**src/psr_params.svh**
```systemverilog
`ifndef PSR_PARAMS_SVH
`define PSR_PARAMS_SVH
// Channel count and reading format
`define PSR_NCH      6
`define PSR_MANT_W   10
`define PSR_EXP_W    6
`define PSR_HYST_DIV 11'h00a
`define PSR_MANT_MIN 11'h064
`define PSR_MANT_MAX 11'h3e7
// Ion gauge assignment codes
`define PSR_ASG_EITHER 2'h0
`define PSR_ASG_ONE    2'h1
`define PSR_ASG_TWO    2'h2
`define PSR_ASG_NONE   2'h3
// Channel indexes
`define PSR_CH_ION1 0
`define PSR_CH_ION2 1
`define PSR_CH_TCA0 2
`define PSR_CH_TCB0 4
`endif

```
**src/psr_pkg.sv**
```systemverilog
`default_nettype none
`include "psr_params.svh"
package psr_pkg;
  typedef logic        [`PSR_MANT_W-1:0] psr_mant_t;
  typedef logic signed [`PSR_EXP_W-1:0]  psr_exp_t;
  // Relay state, one-hot
  typedef enum logic [1:0] {
    PSR_OFF = 2'h1,
    PSR_ON  = 2'h2
  } psr_state_e;
  // Ion gauge assignment per channel
  typedef enum logic [1:0] {
    PSR_EITHER = `PSR_ASG_EITHER,
    PSR_ONE    = `PSR_ASG_ONE,
    PSR_TWO    = `PSR_ASG_TWO,
    PSR_NONE   = `PSR_ASG_NONE
  } psr_assign_e;
endpackage
`default_nettype wire

```
**src/psr_chan_if.sv**
```systemverilog
`timescale 1ns/1ps
`default_nettype none
interface psr_chan_if;
  import psr_pkg::*;
  psr_mant_t mant;
  psr_exp_t  expo;
  logic      valid;
  logic      enable;
  logic      pol_above;
  logic      ovr_on;
  logic      ovr_off;
  psr_mant_t sp_mant;
  psr_exp_t  sp_exp;
  logic      relay;
  modport top  (output mant, expo, valid, enable, pol_above, ovr_on, ovr_off, sp_mant, sp_exp,
                input relay);
  modport chan (input mant, expo, valid, enable, pol_above, ovr_on, ovr_off, sp_mant, sp_exp,
                output relay);
endinterface
`default_nettype wire

```
**src/psr_chan.sv**
```systemverilog
`timescale 1ns/1ps
`default_nettype none
`include "psr_params.svh"
module psr_chan
  import psr_pkg::*;
(
  input  wire logic clock_i,
  input  wire logic nrst_i,
  psr_chan_if.chan  ch
);
  // ***************************
  // Thresholds
  // ***************************
  // Compare reading A below B
  function automatic logic lt(input logic [10:0] am, input psr_exp_t ae,
                              input logic [10:0] bm, input psr_exp_t be);
    lt = (ae < be) || ((ae == be) && (am < bm));
  endfunction

  // Upper and lower hysteresis points, renormalised to three digits
  wire logic [10:0] sp_m    = {1'b0, ch.sp_mant};
  wire logic [10:0] tenth   = sp_m / `PSR_HYST_DIV;
  wire logic [10:0] hi_raw  = sp_m + tenth;
  wire logic [10:0] lo_raw  = sp_m - tenth;
  wire logic        hi_wrap = hi_raw > `PSR_MANT_MAX;
  wire logic        lo_wrap = lo_raw < `PSR_MANT_MIN;
  wire logic [10:0] hi_m    = hi_wrap ? hi_raw / `PSR_HYST_DIV : hi_raw;
  wire psr_exp_t    hi_e    = hi_wrap ? ch.sp_exp + psr_exp_t'(1) : ch.sp_exp;
  // Lower point renormalises exactly; only the upper point loses its last digit; accepted
  wire logic [10:0] lo_m    = lo_wrap ? 11'(lo_raw * `PSR_HYST_DIV) : lo_raw;
  wire psr_exp_t    lo_e    = lo_wrap ? ch.sp_exp - psr_exp_t'(1) : ch.sp_exp;
  wire logic [10:0] p_m     = {1'b0, ch.mant};

  // ***************************
  // Decisions
  // ***************************
  // One display unit past the setpoint actuates
  wire logic below_sp = lt(p_m, ch.expo, sp_m, ch.sp_exp);
  wire logic above_sp = lt(sp_m, ch.sp_exp, p_m, ch.expo);
  wire logic act      = ch.pol_above ? above_sp : below_sp;
  // Returning pressure must cross the 10% band
  wire logic rel      = ch.pol_above ? !lt(lo_m, lo_e, p_m, ch.expo)
                                     : !lt(p_m, ch.expo, hi_m, hi_e);

  psr_state_e state_q;
  psr_state_e state_d;
  logic       relay_q;
  wire logic  relay_d;

  // Next state; only a fresh reading can energise
  always_comb begin
    state_d = state_q;
    case (state_q)
      PSR_OFF: begin
        if (ch.enable && ch.valid && act) state_d = PSR_ON;
      end
      PSR_ON: begin
        if (!ch.enable) state_d = PSR_OFF;
        else if (ch.valid && rel) state_d = PSR_OFF;
      end
      default: state_d = PSR_OFF;
    endcase
  end

  // Off override wins: fail-safe when both are set
  assign relay_d = ch.ovr_off ? 1'b0 : (ch.ovr_on ? 1'b1 : (state_d == PSR_ON));

  // State and relay flops
  always_ff @(posedge clock_i or negedge nrst_i) begin
    if (!nrst_i) begin
      state_q <= PSR_OFF;
      relay_q <= 1'b0;
    end else begin
      state_q <= state_d;
      relay_q <= relay_d;
    end
  end

  assign ch.relay = relay_q;

  // ***************************
  // Checks
  // ***************************
  wire logic no_ovr = !ch.ovr_on && !ch.ovr_off;

  property p_ovr_off;
    @(posedge clock_i) disable iff (!nrst_i) ch.ovr_off |=> !ch.relay;
  endproperty
  a_ovr_off: assert property (p_ovr_off) else $error("override off ignored");

  property p_ovr_on;
    @(posedge clock_i) disable iff (!nrst_i) (ch.ovr_on && !ch.ovr_off) |=> ch.relay;
  endproperty
  a_ovr_on: assert property (p_ovr_on) else $error("override on ignored");

  property p_act_below;
    @(posedge clock_i) disable iff (!nrst_i)
      (ch.enable && ch.valid && !ch.pol_above && below_sp && no_ovr) |=> ch.relay;
  endproperty
  a_act_below: assert property (p_act_below) else $error("no actuation below");

  property p_act_above;
    @(posedge clock_i) disable iff (!nrst_i)
      (ch.enable && ch.valid && ch.pol_above && above_sp && no_ovr) |=> ch.relay;
  endproperty
  a_act_above: assert property (p_act_above) else $error("no actuation above");

  property p_hyst_hold;
    @(posedge clock_i) disable iff (!nrst_i)
      (ch.relay && ch.enable && !ch.pol_above && !below_sp && !rel && no_ovr) |=> ch.relay;
  endproperty
  a_hyst_hold: assert property (p_hyst_hold) else $error("released inside band");

  property p_release;
    @(posedge clock_i) disable iff (!nrst_i)
      (ch.valid && !ch.pol_above && rel && no_ovr) |=> !ch.relay;
  endproperty
  a_release: assert property (p_release) else $error("no release past band");

  property p_gate;
    @(posedge clock_i) disable iff (!nrst_i) (!ch.enable && !ch.ovr_on) |=> !ch.relay;
  endproperty
  a_gate: assert property (p_gate) else $error("relay on while inoperative");

  property p_fresh;
    @(posedge clock_i) disable iff (!nrst_i)
      (!ch.relay && !ch.valid && !ch.ovr_on) |=> !ch.relay;
  endproperty
  a_fresh: assert property (p_fresh) else $error("energised without reading");

  c_act:   cover property (@(posedge clock_i) disable iff (!nrst_i) !ch.relay ##1 ch.relay);
  c_rel:   cover property (@(posedge clock_i) disable iff (!nrst_i)
                           ch.relay && no_ovr ##1 !ch.relay);
  c_above: cover property (@(posedge clock_i) disable iff (!nrst_i) ch.pol_above && ch.relay);
endmodule // psr_chan
`default_nettype wire

```
**src/psr_top.sv**
```systemverilog
`timescale 1ns/1ps
`default_nettype none
`include "psr_params.svh"
module psr_top
  import psr_pkg::*;
(
  input  wire logic                                clock_i,
  input  wire logic                                nrst_i,
  input  wire logic                                ion_gauge_one_on_i,
  input  wire logic                                ion_gauge_two_on_i,
  input  wire logic                                degas_i,
  input  wire psr_mant_t                           ion_mant_i,
  input  wire psr_exp_t                            ion_exp_i,
  input  wire logic                                ion_valid_i,
  input  wire logic                                tc_a_conn_i,
  input  wire psr_mant_t                           tc_a_mant_i,
  input  wire psr_exp_t                            tc_a_exp_i,
  input  wire logic                                tc_a_valid_i,
  input  wire logic                                tc_b_conn_i,
  input  wire psr_mant_t                           tc_b_mant_i,
  input  wire psr_exp_t                            tc_b_exp_i,
  input  wire logic                                tc_b_valid_i,
  input  wire psr_assign_e                         assign_one_i,
  input  wire psr_assign_e                         assign_two_i,
  input  wire logic [`PSR_NCH-1:0]                 pol_above_i,
  input  wire logic [`PSR_NCH-1:0]                 ovr_on_i,
  input  wire logic [`PSR_NCH-1:0]                 ovr_off_i,
  input  wire logic [`PSR_NCH-1:0][`PSR_MANT_W-1:0] sp_mant_i,
  input  wire logic [`PSR_NCH-1:0][`PSR_EXP_W-1:0]  sp_exp_i,
  output logic      [`PSR_NCH-1:0]                 relay_o
);
  // ***************************
  // Degas freeze
  // ***************************
  logic      degas_q;
  psr_mant_t frz_mant_q;
  psr_exp_t  frz_exp_q;
  wire logic degas_rise = degas_i && !degas_q;
  wire logic frozen     = degas_i && degas_q;

  // Capture the reading in the cycle degas starts
  always_ff @(posedge clock_i or negedge nrst_i) begin
    if (!nrst_i) begin
      degas_q    <= 1'b0;
      frz_mant_q <= '0;
      frz_exp_q  <= '0;
    end else begin
      degas_q <= degas_i;
      if (degas_rise) begin
        frz_mant_q <= ion_mant_i;
        frz_exp_q  <= ion_exp_i;
      end
    end
  end

  // Ion channels see the frozen value while degas lasts
  wire psr_mant_t ion_mant = frozen ? frz_mant_q : ion_mant_i;
  wire psr_exp_t  ion_exp  = frozen ? frz_exp_q : ion_exp_i;

  // ***************************
  // Ion gauge gating
  // ***************************
  function automatic logic ion_gate(input psr_assign_e mode, input logic g1, input logic g2);
    case (mode)
      PSR_EITHER: ion_gate = g1 || g2;
      PSR_ONE:    ion_gate = g1 && !g2;
      PSR_TWO:    ion_gate = g2 && !g1;
      PSR_NONE:   ion_gate = 1'b0;
      default:    ion_gate = 1'b0;
    endcase
  endfunction

  // Every mode yields off with both gauges off
  wire logic en_one = ion_gate(assign_one_i, ion_gauge_one_on_i, ion_gauge_two_on_i);
  wire logic en_two = ion_gate(assign_two_i, ion_gauge_one_on_i, ion_gauge_two_on_i);

  // ***************************
  // Channels
  // ***************************
  psr_chan_if chif [`PSR_NCH] ();

  genvar i;
  generate
    for (i = 0; i < `PSR_NCH; i++) begin : g_ch
      // Source routing is fixed per channel index
      localparam bit IS_ION = (i < `PSR_CH_TCA0);
      localparam bit IS_TCA = (i >= `PSR_CH_TCA0) && (i < `PSR_CH_TCB0);
      assign chif[i].mant    = IS_ION ? ion_mant :
                               (IS_TCA ? tc_a_mant_i : tc_b_mant_i);
      assign chif[i].expo    = IS_ION ? ion_exp :
                               (IS_TCA ? tc_a_exp_i : tc_b_exp_i);
      assign chif[i].valid   = IS_ION ? ion_valid_i :
                               (IS_TCA ? tc_a_valid_i : tc_b_valid_i);
      assign chif[i].enable  = IS_ION ? ((i == `PSR_CH_ION1) ? en_one : en_two) :
                               (IS_TCA ? tc_a_conn_i : tc_b_conn_i);
      // Switch low means below, the default
      assign chif[i].pol_above = pol_above_i[i];
      assign chif[i].ovr_on    = ovr_on_i[i];
      assign chif[i].ovr_off   = ovr_off_i[i];
      assign chif[i].sp_mant   = sp_mant_i[i];
      assign chif[i].sp_exp    = sp_exp_i[i];
      assign relay_o[i]        = chif[i].relay;

      psr_chan u_chan (
        .clock_i (clock_i),
        .nrst_i  (nrst_i),
        .ch      (chif[i])
      );
    end
  endgenerate

  // ***************************
  // Checks
  // ***************************
  property p_never;
    @(posedge clock_i) disable iff (!nrst_i)
      (assign_one_i == PSR_NONE && !ovr_on_i[`PSR_CH_ION1]) |=> !relay_o[`PSR_CH_ION1];
  endproperty
  a_never: assert property (p_never) else $error("disabled channel energised");

  property p_ion_off;
    @(posedge clock_i) disable iff (!nrst_i)
      (!ion_gauge_one_on_i && !ion_gauge_two_on_i && !ovr_on_i[`PSR_CH_ION2])
        |=> !relay_o[`PSR_CH_ION2];
  endproperty
  a_ion_off: assert property (p_ion_off) else $error("ion channel on, gauges off");

  property p_block_two;
    @(posedge clock_i) disable iff (!nrst_i)
      (assign_one_i == PSR_ONE && ion_gauge_two_on_i && !ovr_on_i[`PSR_CH_ION1])
        |=> !relay_o[`PSR_CH_ION1];
  endproperty
  a_block_two: assert property (p_block_two) else $error("gauge two did not block");

  property p_freeze;
    @(posedge clock_i) disable iff (!nrst_i)
      degas_rise ##1 degas_i |-> (chif[`PSR_CH_ION1].mant == $past(ion_mant_i));
  endproperty
  a_freeze: assert property (p_freeze) else $error("reading not frozen in degas");

  property p_tc_off;
    @(posedge clock_i) disable iff (!nrst_i)
      (!tc_b_conn_i && !ovr_on_i[`PSR_CH_TCB0]) |=> !relay_o[`PSR_CH_TCB0];
  endproperty
  a_tc_off: assert property (p_tc_off) else $error("thermal channel on, gauge gone");

  // ***************************
  // Gating checks
  // ***************************
  // Gauge one blocks channel one in the third assignment
  property p_g1_blk1;
    @(posedge clock_i) disable iff (!nrst_i)
      (assign_one_i == PSR_TWO && ion_gauge_one_on_i && !ovr_on_i[`PSR_CH_ION1])
        |=> !relay_o[`PSR_CH_ION1];
  endproperty
  a_g1_blk1: assert property (p_g1_blk1) else $error("gauge one did not block");

  // Same table applies to channel two, on its own switch
  property p_g2_blk2;
    @(posedge clock_i) disable iff (!nrst_i)
      (assign_two_i == PSR_ONE && ion_gauge_two_on_i && !ovr_on_i[`PSR_CH_ION2])
        |=> !relay_o[`PSR_CH_ION2];
  endproperty
  a_g2_blk2: assert property (p_g2_blk2) else $error("gauge two let channel two on");

  // Gauge one blocks channel two in the third assignment
  property p_g1_blk2;
    @(posedge clock_i) disable iff (!nrst_i)
      (assign_two_i == PSR_TWO && ion_gauge_one_on_i && !ovr_on_i[`PSR_CH_ION2])
        |=> !relay_o[`PSR_CH_ION2];
  endproperty
  a_g1_blk2: assert property (p_g1_blk2) else $error("gauge one let channel two on");

  // Fourth assignment on channel two
  property p_never2;
    @(posedge clock_i) disable iff (!nrst_i)
      (assign_two_i == PSR_NONE && !ovr_on_i[`PSR_CH_ION2]) |=> !relay_o[`PSR_CH_ION2];
  endproperty
  a_never2: assert property (p_never2) else $error("disabled channel two energised");

  // Both gauges off silences channel one too
  property p_ion_off1;
    @(posedge clock_i) disable iff (!nrst_i)
      (!ion_gauge_one_on_i && !ion_gauge_two_on_i && !ovr_on_i[`PSR_CH_ION1])
        |=> !relay_o[`PSR_CH_ION1];
  endproperty
  a_ion_off1: assert property (p_ion_off1) else $error("channel one on, gauges off");

  // Gauge A gone silences its first channel
  property p_tca_off;
    @(posedge clock_i) disable iff (!nrst_i)
      (!tc_a_conn_i && !ovr_on_i[`PSR_CH_TCA0]) |=> !relay_o[`PSR_CH_TCA0];
  endproperty
  a_tca_off: assert property (p_tca_off) else $error("channel three on, gauge A gone");

  // Live input may move freely; the channel must not see it while degas lasts
  property p_frz_hold;
    @(posedge clock_i) disable iff (!nrst_i)
      frozen |-> ($stable(chif[`PSR_CH_ION2].mant) && $stable(chif[`PSR_CH_ION2].expo));
  endproperty
  a_frz_hold: assert property (p_frz_hold) else $error("frozen reading moved");

  c_degas: cover property (@(posedge clock_i) disable iff (!nrst_i)
                           frozen && relay_o[`PSR_CH_ION1]);
  c_tc:    cover property (@(posedge clock_i) disable iff (!nrst_i) relay_o[`PSR_CH_TCA0]);
endmodule // psr_top
`default_nettype wire

```
**config.mk**
```make
export PLATFORM = sky130hd
export DESIGN_NAME = psr_top
export DESIGN_NICKNAME = d
export VERILOG_FILES = /design/src/psr_pkg.sv /design/src/psr_chan_if.sv /design/src/psr_chan.sv /design/src/psr_top.sv
export VERILOG_INCLUDE_DIRS = /design/src
export SDC_FILE = /design/constraint.sdc
export NUM_CORES = 1
export LEC_CHECK = 0
export ABC_AREA = 1
export BUFFER_PORTS_ARGS = -buffer_cell sky130_fd_sc_hd__buf_4
export CAP_MARGIN = 20
export CORE_ASPECT_RATIO = 0.6
export CORE_MARGIN = 2
export CORE_UTILIZATION = 60
export DETAILED_ROUTE_END_ITERATION = 6
export PLACE_DENSITY = 0.8
export SKIP_LAST_GASP = 1
export SYNTH_ARGS = -nofsm -noshare
export SYNTH_HDL_FRONTEND = slang
export SYNTH_SLANG_ARGS = --single-unit
export TNS_END_PERCENT = 100
```
**constraint.sdc**
```tcl
create_clock -name clock_i -period 5.9 [get_ports clock_i]
set_input_delay 0.295 -clock clock_i [delete_from_list [all_inputs] [get_ports clock_i]]
set_output_delay 0.295 -clock clock_i [all_outputs]
set_load 0.02 [all_outputs]
```
==> impl_metrics.csv, run 1 <==
group,metric,value,unit
run_status,status,"stopped before the end",
run_status,stop_stage,"5_1_grt",
run_status,first_error_in_the_log,"[ERROR GRT-0232] Routing congestion too high. Check the congestion heatmap in the GUI.",
place,port-buffer-count,181,
logic_synthesis,syn_avg_cell_area,6.169,um2
global_routing,grt_overflow_total,808,
clock_tree,ctsHtreeMaxLevel,2,
clock_tree,tritoncts.num_buffers,5,
logic_synthesis,postSynthCellCount,3590,
place,routabilityCongestion,1.024,
place,numPlacedInstances,4862,
clock_tree,clock_tree.buffer_depth,2,
logic_synthesis,yosysWarningCount,0,
logic_synthesis,asyncSetResetFlopFracSynth,100.0,%
logic_synthesis,syn_nets,4248,
clock_tree,clock-root-buffer,"sky130_fd_sc_hd__clkbuf_16",
timing,grt_worst_setup_endpoint,"g_ch[3].u_chan.ch.relay$_DFF_PN0_/D",
logic_synthesis,synth_area,0.02215,mm2
die,fp-row-count,54,
clock_tree,cts.sinks,35,
logic_synthesis,synth.distinct_cells,67,
logic_synthesis,synth_enable_flop_cells,0,
logic_synthesis,ys_dominant_reg_cell,"sky130_fd_sc_hd__dfrtp_1",
global_routing,maximum_number_of_pins_on_one_net_before_global_route_repair,36,
die,chipWidth,252.0,um
place,dp.final_hpwl,61910,um
logic_synthesis,synth_seq_area_share,3.988,%
die,top_level_ports,182,
die,die_h,152.8,um
die,initial_core_util,60.93,%
timing,worst_path_end_type,"register input",
logic_synthesis,postSynthRegisterBits,35,
global_routing,grt_util_all_layers,88.22,%
==> kinds of logic after synthesis <==
kind of cell,share of synthesized area [%]
flip-flops,3.988
adder cells (fa/ha/maj),27.84
AO/OA/AOI/OAI,16.34
XOR/XNOR,8.875
AND/OR/NAND/NOR,29.83
buffers and inverters,13.08
multiplexers,0.04520
==> Yosys cell counts (5+ instances only) <==
| cell | instances | area [um2] |
|---|---|---|
| sky130_fd_sc_hd__nor2_4 | 7 | 78.83 |
| sky130_fd_sc_hd__nor2_1 | 190 | 713.2 |
| sky130_fd_sc_hd__o221ai_1 | 9 | 78.83 |
| sky130_fd_sc_hd__a21oi_1 | 216 | 1081 |
| sky130_fd_sc_hd__xor2_2 | 5 | 81.33 |
| sky130_fd_sc_hd__nor2_2 | 10 | 62.56 |
| sky130_fd_sc_hd__o21a_1 | 8 | 60.06 |
| sky130_fd_sc_hd__inv_1 | 617 | 2316 |
| sky130_fd_sc_hd__nor4_1 | 13 | 81.33 |
| sky130_fd_sc_hd__nand3_2 | 13 | 130.1 |
| sky130_fd_sc_hd__nand3b_1 | 5 | 37.54 |
| sky130_fd_sc_hd__ha_1 | 464 | 5806 |
| sky130_fd_sc_hd__a211oi_1 | 12 | 90.09 |
| sky130_fd_sc_hd__dfrtp_1 | 29 | 725.7 |
| sky130_fd_sc_hd__o311ai_0 | 5 | 43.79 |
| sky130_fd_sc_hd__dfstp_2 | 6 | 157.7 |
| sky130_fd_sc_hd__o211ai_1 | 17 | 127.6 |
| sky130_fd_sc_hd__clkinv_1 | 7 | 26.28 |
| sky130_fd_sc_hd__o31ai_1 | 12 | 90.09 |
| sky130_fd_sc_hd__nand2_1 | 819 | 3074 |
| sky130_fd_sc_hd__clkbuf_1 | 18 | 67.56 |
| sky130_fd_sc_hd__nor3_1 | 36 | 180.2 |
| sky130_fd_sc_hd__fa_1 | 18 | 360.4 |
| sky130_fd_sc_hd__xor2_1 | 164 | 1436 |
| sky130_fd_sc_hd__a31oi_1 | 13 | 81.33 |
| sky130_fd_sc_hd__buf_4 | 20 | 150.1 |
| sky130_fd_sc_hd__nand4_1 | 40 | 250.2 |
| sky130_fd_sc_hd__nand3_1 | 242 | 1211 |
| sky130_fd_sc_hd__a21oi_2 | 14 | 122.6 |
| sky130_fd_sc_hd__inv_2 | 58 | 217.7 |
| sky130_fd_sc_hd__xnor2_1 | 46 | 402.9 |
| sky130_fd_sc_hd__nand2_4 | 5 | 56.30 |
| sky130_fd_sc_hd__o21bai_1 | 24 | 180.2 |
| sky130_fd_sc_hd__o21ai_0 | 208 | 1041 |
| sky130_fd_sc_hd__nand2_2 | 89 | 556.8 |
| sky130_fd_sc_hd__o21ai_1 | 30 | 150.1 |
| sky130_fd_sc_hd__o2111ai_1 | 8 | 70.07 |
| sky130_fd_sc_hd__a21o_1 | 21 | 157.7 |
| sky130_fd_sc_hd__or2_2 | 6 | 37.54 |
| sky130_fd_sc_hd__a21boi_0 | 5 | 37.54 |
| sky130_fd_sc_hd__buf_2 | 12 | 60.06 |
==> metrics by stage <==
stage | setup slack, ns | hold WS, ns | instance area, um2 | util [%] | setup TNS (ns)
after global placement | -1.861 | 0.2969 | 29340 | 80.71 | -27.67
after floorplan | -1.185 | -0.0005911 | 22760 | - | -16.68
after CTS | -1.461 | 0.1218 | 31950 | 87.91 | -21.22
after detailed placement | -2.053 | 0.3024 | 29340 | 80.71 | -32.56
==> repair_timing <==
item	4_1_cts
pin swaps	203
hold buffers	1
setup buffers	217
setup endpoints to repair	18
hold endpoints to repair	14
resized for setup	238
==> metal layers <==
layer,global-route usage (%),overflow
met3,76.81,22
met1,83.97,13
met5,44.97,6
met2,103.2,528
met4,96.17,239
==> run 2: changes to the inputs <==
Settings changed: CORE_ASPECT_RATIO 0.6 to unset, CORE_UTILIZATION 60 to 40, PLACE_DENSITY 0.8 to unset, PLACE_DENSITY_LB_ADDON set to 0.15.
==> run 2 against run 1 <==
Effect of this change:
- the flow now finishes, with violations (setup timing)
- synthesized area unchanged
- synthesized cell count stayed put
==> impl_metrics.csv, run 2 <==
group,metric,value,unit
run_status,status,"finished, violations left",
run_status,failed_checks,"setup timing",
final_layout,flow.area_growth_from_synthesis,56.23,%
global_routing,grt_antenna_before_repair,1,
final_layout,largest_register,"g_ch.u_chan.state_q",
clock_tree,clock_transition_at_path_regs,0.09,ns
place,dpl_worst_slack,-2.007,ns
clock_tree,ctsHtreeMaxLevel,2,
die,core,0.05488,mm2
setup_path,crit_top_cell,"sky130_fd_sc_hd__nand2_2",
final_layout,most-common-layout-cells,"1147 x sky130_fd_sc_hd__buf_4, 602 x sky130_fd_sc_hd__nand2_1, 571 x sky130_fd_sc_hd__inv_1",
logic_synthesis,synth-compound-area-share,16.34,%
final_layout,finish.utilization,63.05,%
die,initial_core_util,40.36,%
logic_synthesis,combinational_family_with_the_most_area_after_synthesis,"simple AND/OR/NAND/NOR gates",
logic_synthesis,syn_nets,4248,
logic_synthesis,yosysWarningCount,0,
setup_path,timing_worst_setup_path_type,"input pin to register",
route,dr_wl_met3,2646,um
setup_path,crit_slowest_cell,"sky130_fd_sc_hd__fa_2",
clock_tree,clock-root-buffer,"sky130_fd_sc_hd__clkbuf_16",
route,top_layer,"met5",
clock_tree,tritoncts.num_buffers,5,
final_layout,reg_top3,"g_ch.u_chan.state_q: 12 flops, frz_mant_q: 10 flops",
global_routing,grt_util_all_layers,25.78,%
timing,post-route-min-period,7.463,ns
global_routing,maximum_number_of_pins_on_one_net_before_global_route_repair,36,
logic_synthesis,synth_xor_area_share,8.875,%
logic_synthesis,yosys.area_share.adder,27.84,%
route,detailedRoute.firstPassIterationCount,5,
die,die_h,239.3,um
final_layout,final_cell_count_without_fillers,5419,
setup_path,worst-endpoint-arrival,7.69,ns
logic_synthesis,postSynthCellCount,3590,
timing,maxSlewHeadroom,25.04,%
route,avgRoutedWirePerCell,14.38,um
final_layout,sequential_cell_area,883.3,um2
setup_path,cp_max_fo,4,
final_layout,antenna_cells,0,
power,vdd_ir_drop_max,0.0003378,V
die,top_level_ports,182,
route,drc,0,
job,max_cap_violations,0,
logic_synthesis,synth_commonest_cells,"819 x sky130_fd_sc_hd__nand2_1, 617 x sky130_fd_sc_hd__inv_1, 464 x sky130_fd_sc_hd__ha_1",
timing,maxSlewViolCount,0,
route,drt_iter0_drc,1444,
timing,timing.clock.skew,0.02647,ns
timing,final-setup-viol-count,18,
timing,worst_slew_pin_slew,1.113,ns
setup_path,crit_path_start_kind,"input pin",
die,chipWidth,239.3,um
final_layout,layout.filler_cells,4996,
global_routing,grt_overflow_total,0,
clock_tree,clk_latency,0.31,ns
final_layout,final_common_cell,"sky130_fd_sc_hd__buf_4",
logic_synthesis,ys_dominant_reg_cell,"sky130_fd_sc_hd__dfrtp_1",
final_layout,flip_flop_count_of_the_largest_register_after_layout,12,
place,numPlacedInstances,5122,
timing,final-hold-violation-count,0,
route,via_per_inst,4.930,
logic_synthesis,synth_top_area_share,26.21,%
logic_synthesis,postSynthRegisterBits,35,
power,static_leakage,19.43,nW
route,routed-via-count,26714,
die,fp-row-count,86,
logic_synthesis,synth_enable_flop_cells,0,
die,die_area,0.05727,mm2
final_layout,drive_gt1_share,40.68,%
route,drt_wl_total,77910,um
setup_path,end_kind,"register",
clock_tree,clock_tree.buffer_depth,2,
place,routabilityCongestion,0.8936,
logic_synthesis,syn_avg_cell_area,6.169,um2
min_path,hold_path.class,"input pin to register",
timing,timing.final.ws_setup,-1.563,ns
final_layout,multi_input_logic_area,0.02109,mm2
setup_path,worstPathRequired,6.13,ns
clock_tree,cts.sinks,35,
setup_path,critical-path-max-stage-delay,0.35,ns
global_routing,grt_pass1_wl,122000,um
timing,grt_setup_unrepaired,"yes",
global_routing,first_global_vias,25639,
logic_synthesis,synth.distinct_cells,67,
logic_synthesis,synth_seq_area_share,3.988,%
clock_tree,tritoncts,"done",
route,wl_met2,37200,um
logic_synthesis,synth_top_area_cell,"sky130_fd_sc_hd__ha_1",
logic_synthesis,synthMuxAreaShare,0.04520,%
logic_synthesis,asyncSetResetFlopFracSynth,100.0,%
logic_synthesis,synth_area,0.02215,mm2
logic_synthesis,synth_simple_gate_area_share,29.83,%
logic_synthesis,yosys-top-cells-area,"sky130_fd_sc_hd__ha_1 26%, sky130_fd_sc_hd__nand2_1 14%, sky130_fd_sc_hd__inv_1 10%",
place,port-buffer-count,181,
route,detail-route-antenna-nets,0,
logic_synthesis,synthMostInstantiatedCell,"sky130_fd_sc_hd__nand2_1",
timing,max_freq,134.0,MHz
final_layout,finish.net_count,5372,
power,power_per_cell_area,436.8,mW/mm2
route,route.layer.met1.wl,36610,um
place,dp.final_hpwl,59120,um
timing,post-route-period-util,126.5,%
## run 2: cell counts after synthesis
Identical to the previous run, type by type.
## run 2: worst paths after layout
kind,start,end,slack (ns),cells past startpoint
max reg2reg,degas_q,g_ch[1].u_chan.ch.relay,1.45,18
max,sp_mant_i[39],g_ch[3].u_chan.ch.relay,-1.56,73
min in group asynchronous,nrst_i,g_ch[4].u_chan.state_q[1],0.54,2
max in group asynchronous,nrst_i,frz_exp_q[4],4.94,2
min,degas_i,degas_q,0.11,1
min reg2reg,frz_mant_q[7],frz_mant_q[7],0.48,2
## run 2: layer usage
layer  vias up  track usage (%)
met2       488            45.05
met4         2            5.208
li1      13933                -
met3       105            1.441
met1     12186            34.95
met5         -                0
## run 2: final cells by class
type / count / share of cell area (%)
clock buffers: 5 / 0.3616
clock inverters: 3 / 0.1374
inverters: 683 / 7.569
multi-input cells: 2816 / 60.95
flip-flops and latches: 35 / 2.553
well taps: 704 / 2.546
repair buffers: 1173 / 25.88
## run 2: logic make-up (layout without fill, tap and decap cells)
| group | count (synthesis) | in the layout |
|---|---|---|
| and+or+nand+nor | 1492 | 1492 |
| buffers and inverters | 739 | 1864 |
| AOI/OAI and AO/OA | 624 | 624 |
| adders and majority gates | 482 | 482 |
| xor gates and xnor gates | 217 | 217 |
| DFF | 35 | 35 |
| muxes | 1 | 1 |
## run 2: where the power goes
part / internal, mW / total [mW] / switching (mW)
clock: 0.202 / 0.334 / 0.131
combinational: 7.01 / 14.4 / 7.43
sequential: 0.305 / 0.340 / 0.0346
## run 2: worst max-delay path: cells and delay by family
family                   cells  cell delay (ns)
AO/OA/AOI/OAI                8             0.94
XOR/XNOR                     5             0.77
adder cells (fa/ha/maj)      3             0.76
buffers and inverters       14             1.16
AND/OR/NAND/NOR             43             3.75
## run 2: per-stage QoR
step	hold WS, ns	instance area (um2)	setup TNS, ns	power [mW]
2_1_floorplan	-0.0005911	22760	-16.68	7.751
3_3_place_gp	0.3306	29860	-28.42	12.23
3_5_place_dp	0.3278	29860	-31.49	12.32
4_1_cts	0.09754	32720	-20.17	13.74
5_1_grt	0.09829	34600	-34.19	16.79
6_report	0.1078	34600	-23.70	15.12
## run 2: timing repair
item	4_1_cts	5_1_grt
hold endpoints to repair	4	0
hold buffers	1	0
resized for setup	231	381
setup buffers	242	47
pin swaps	216	269
endpoints found under the setup margin	18	18
Note: power is estimated with default switching activity, not from simulation.
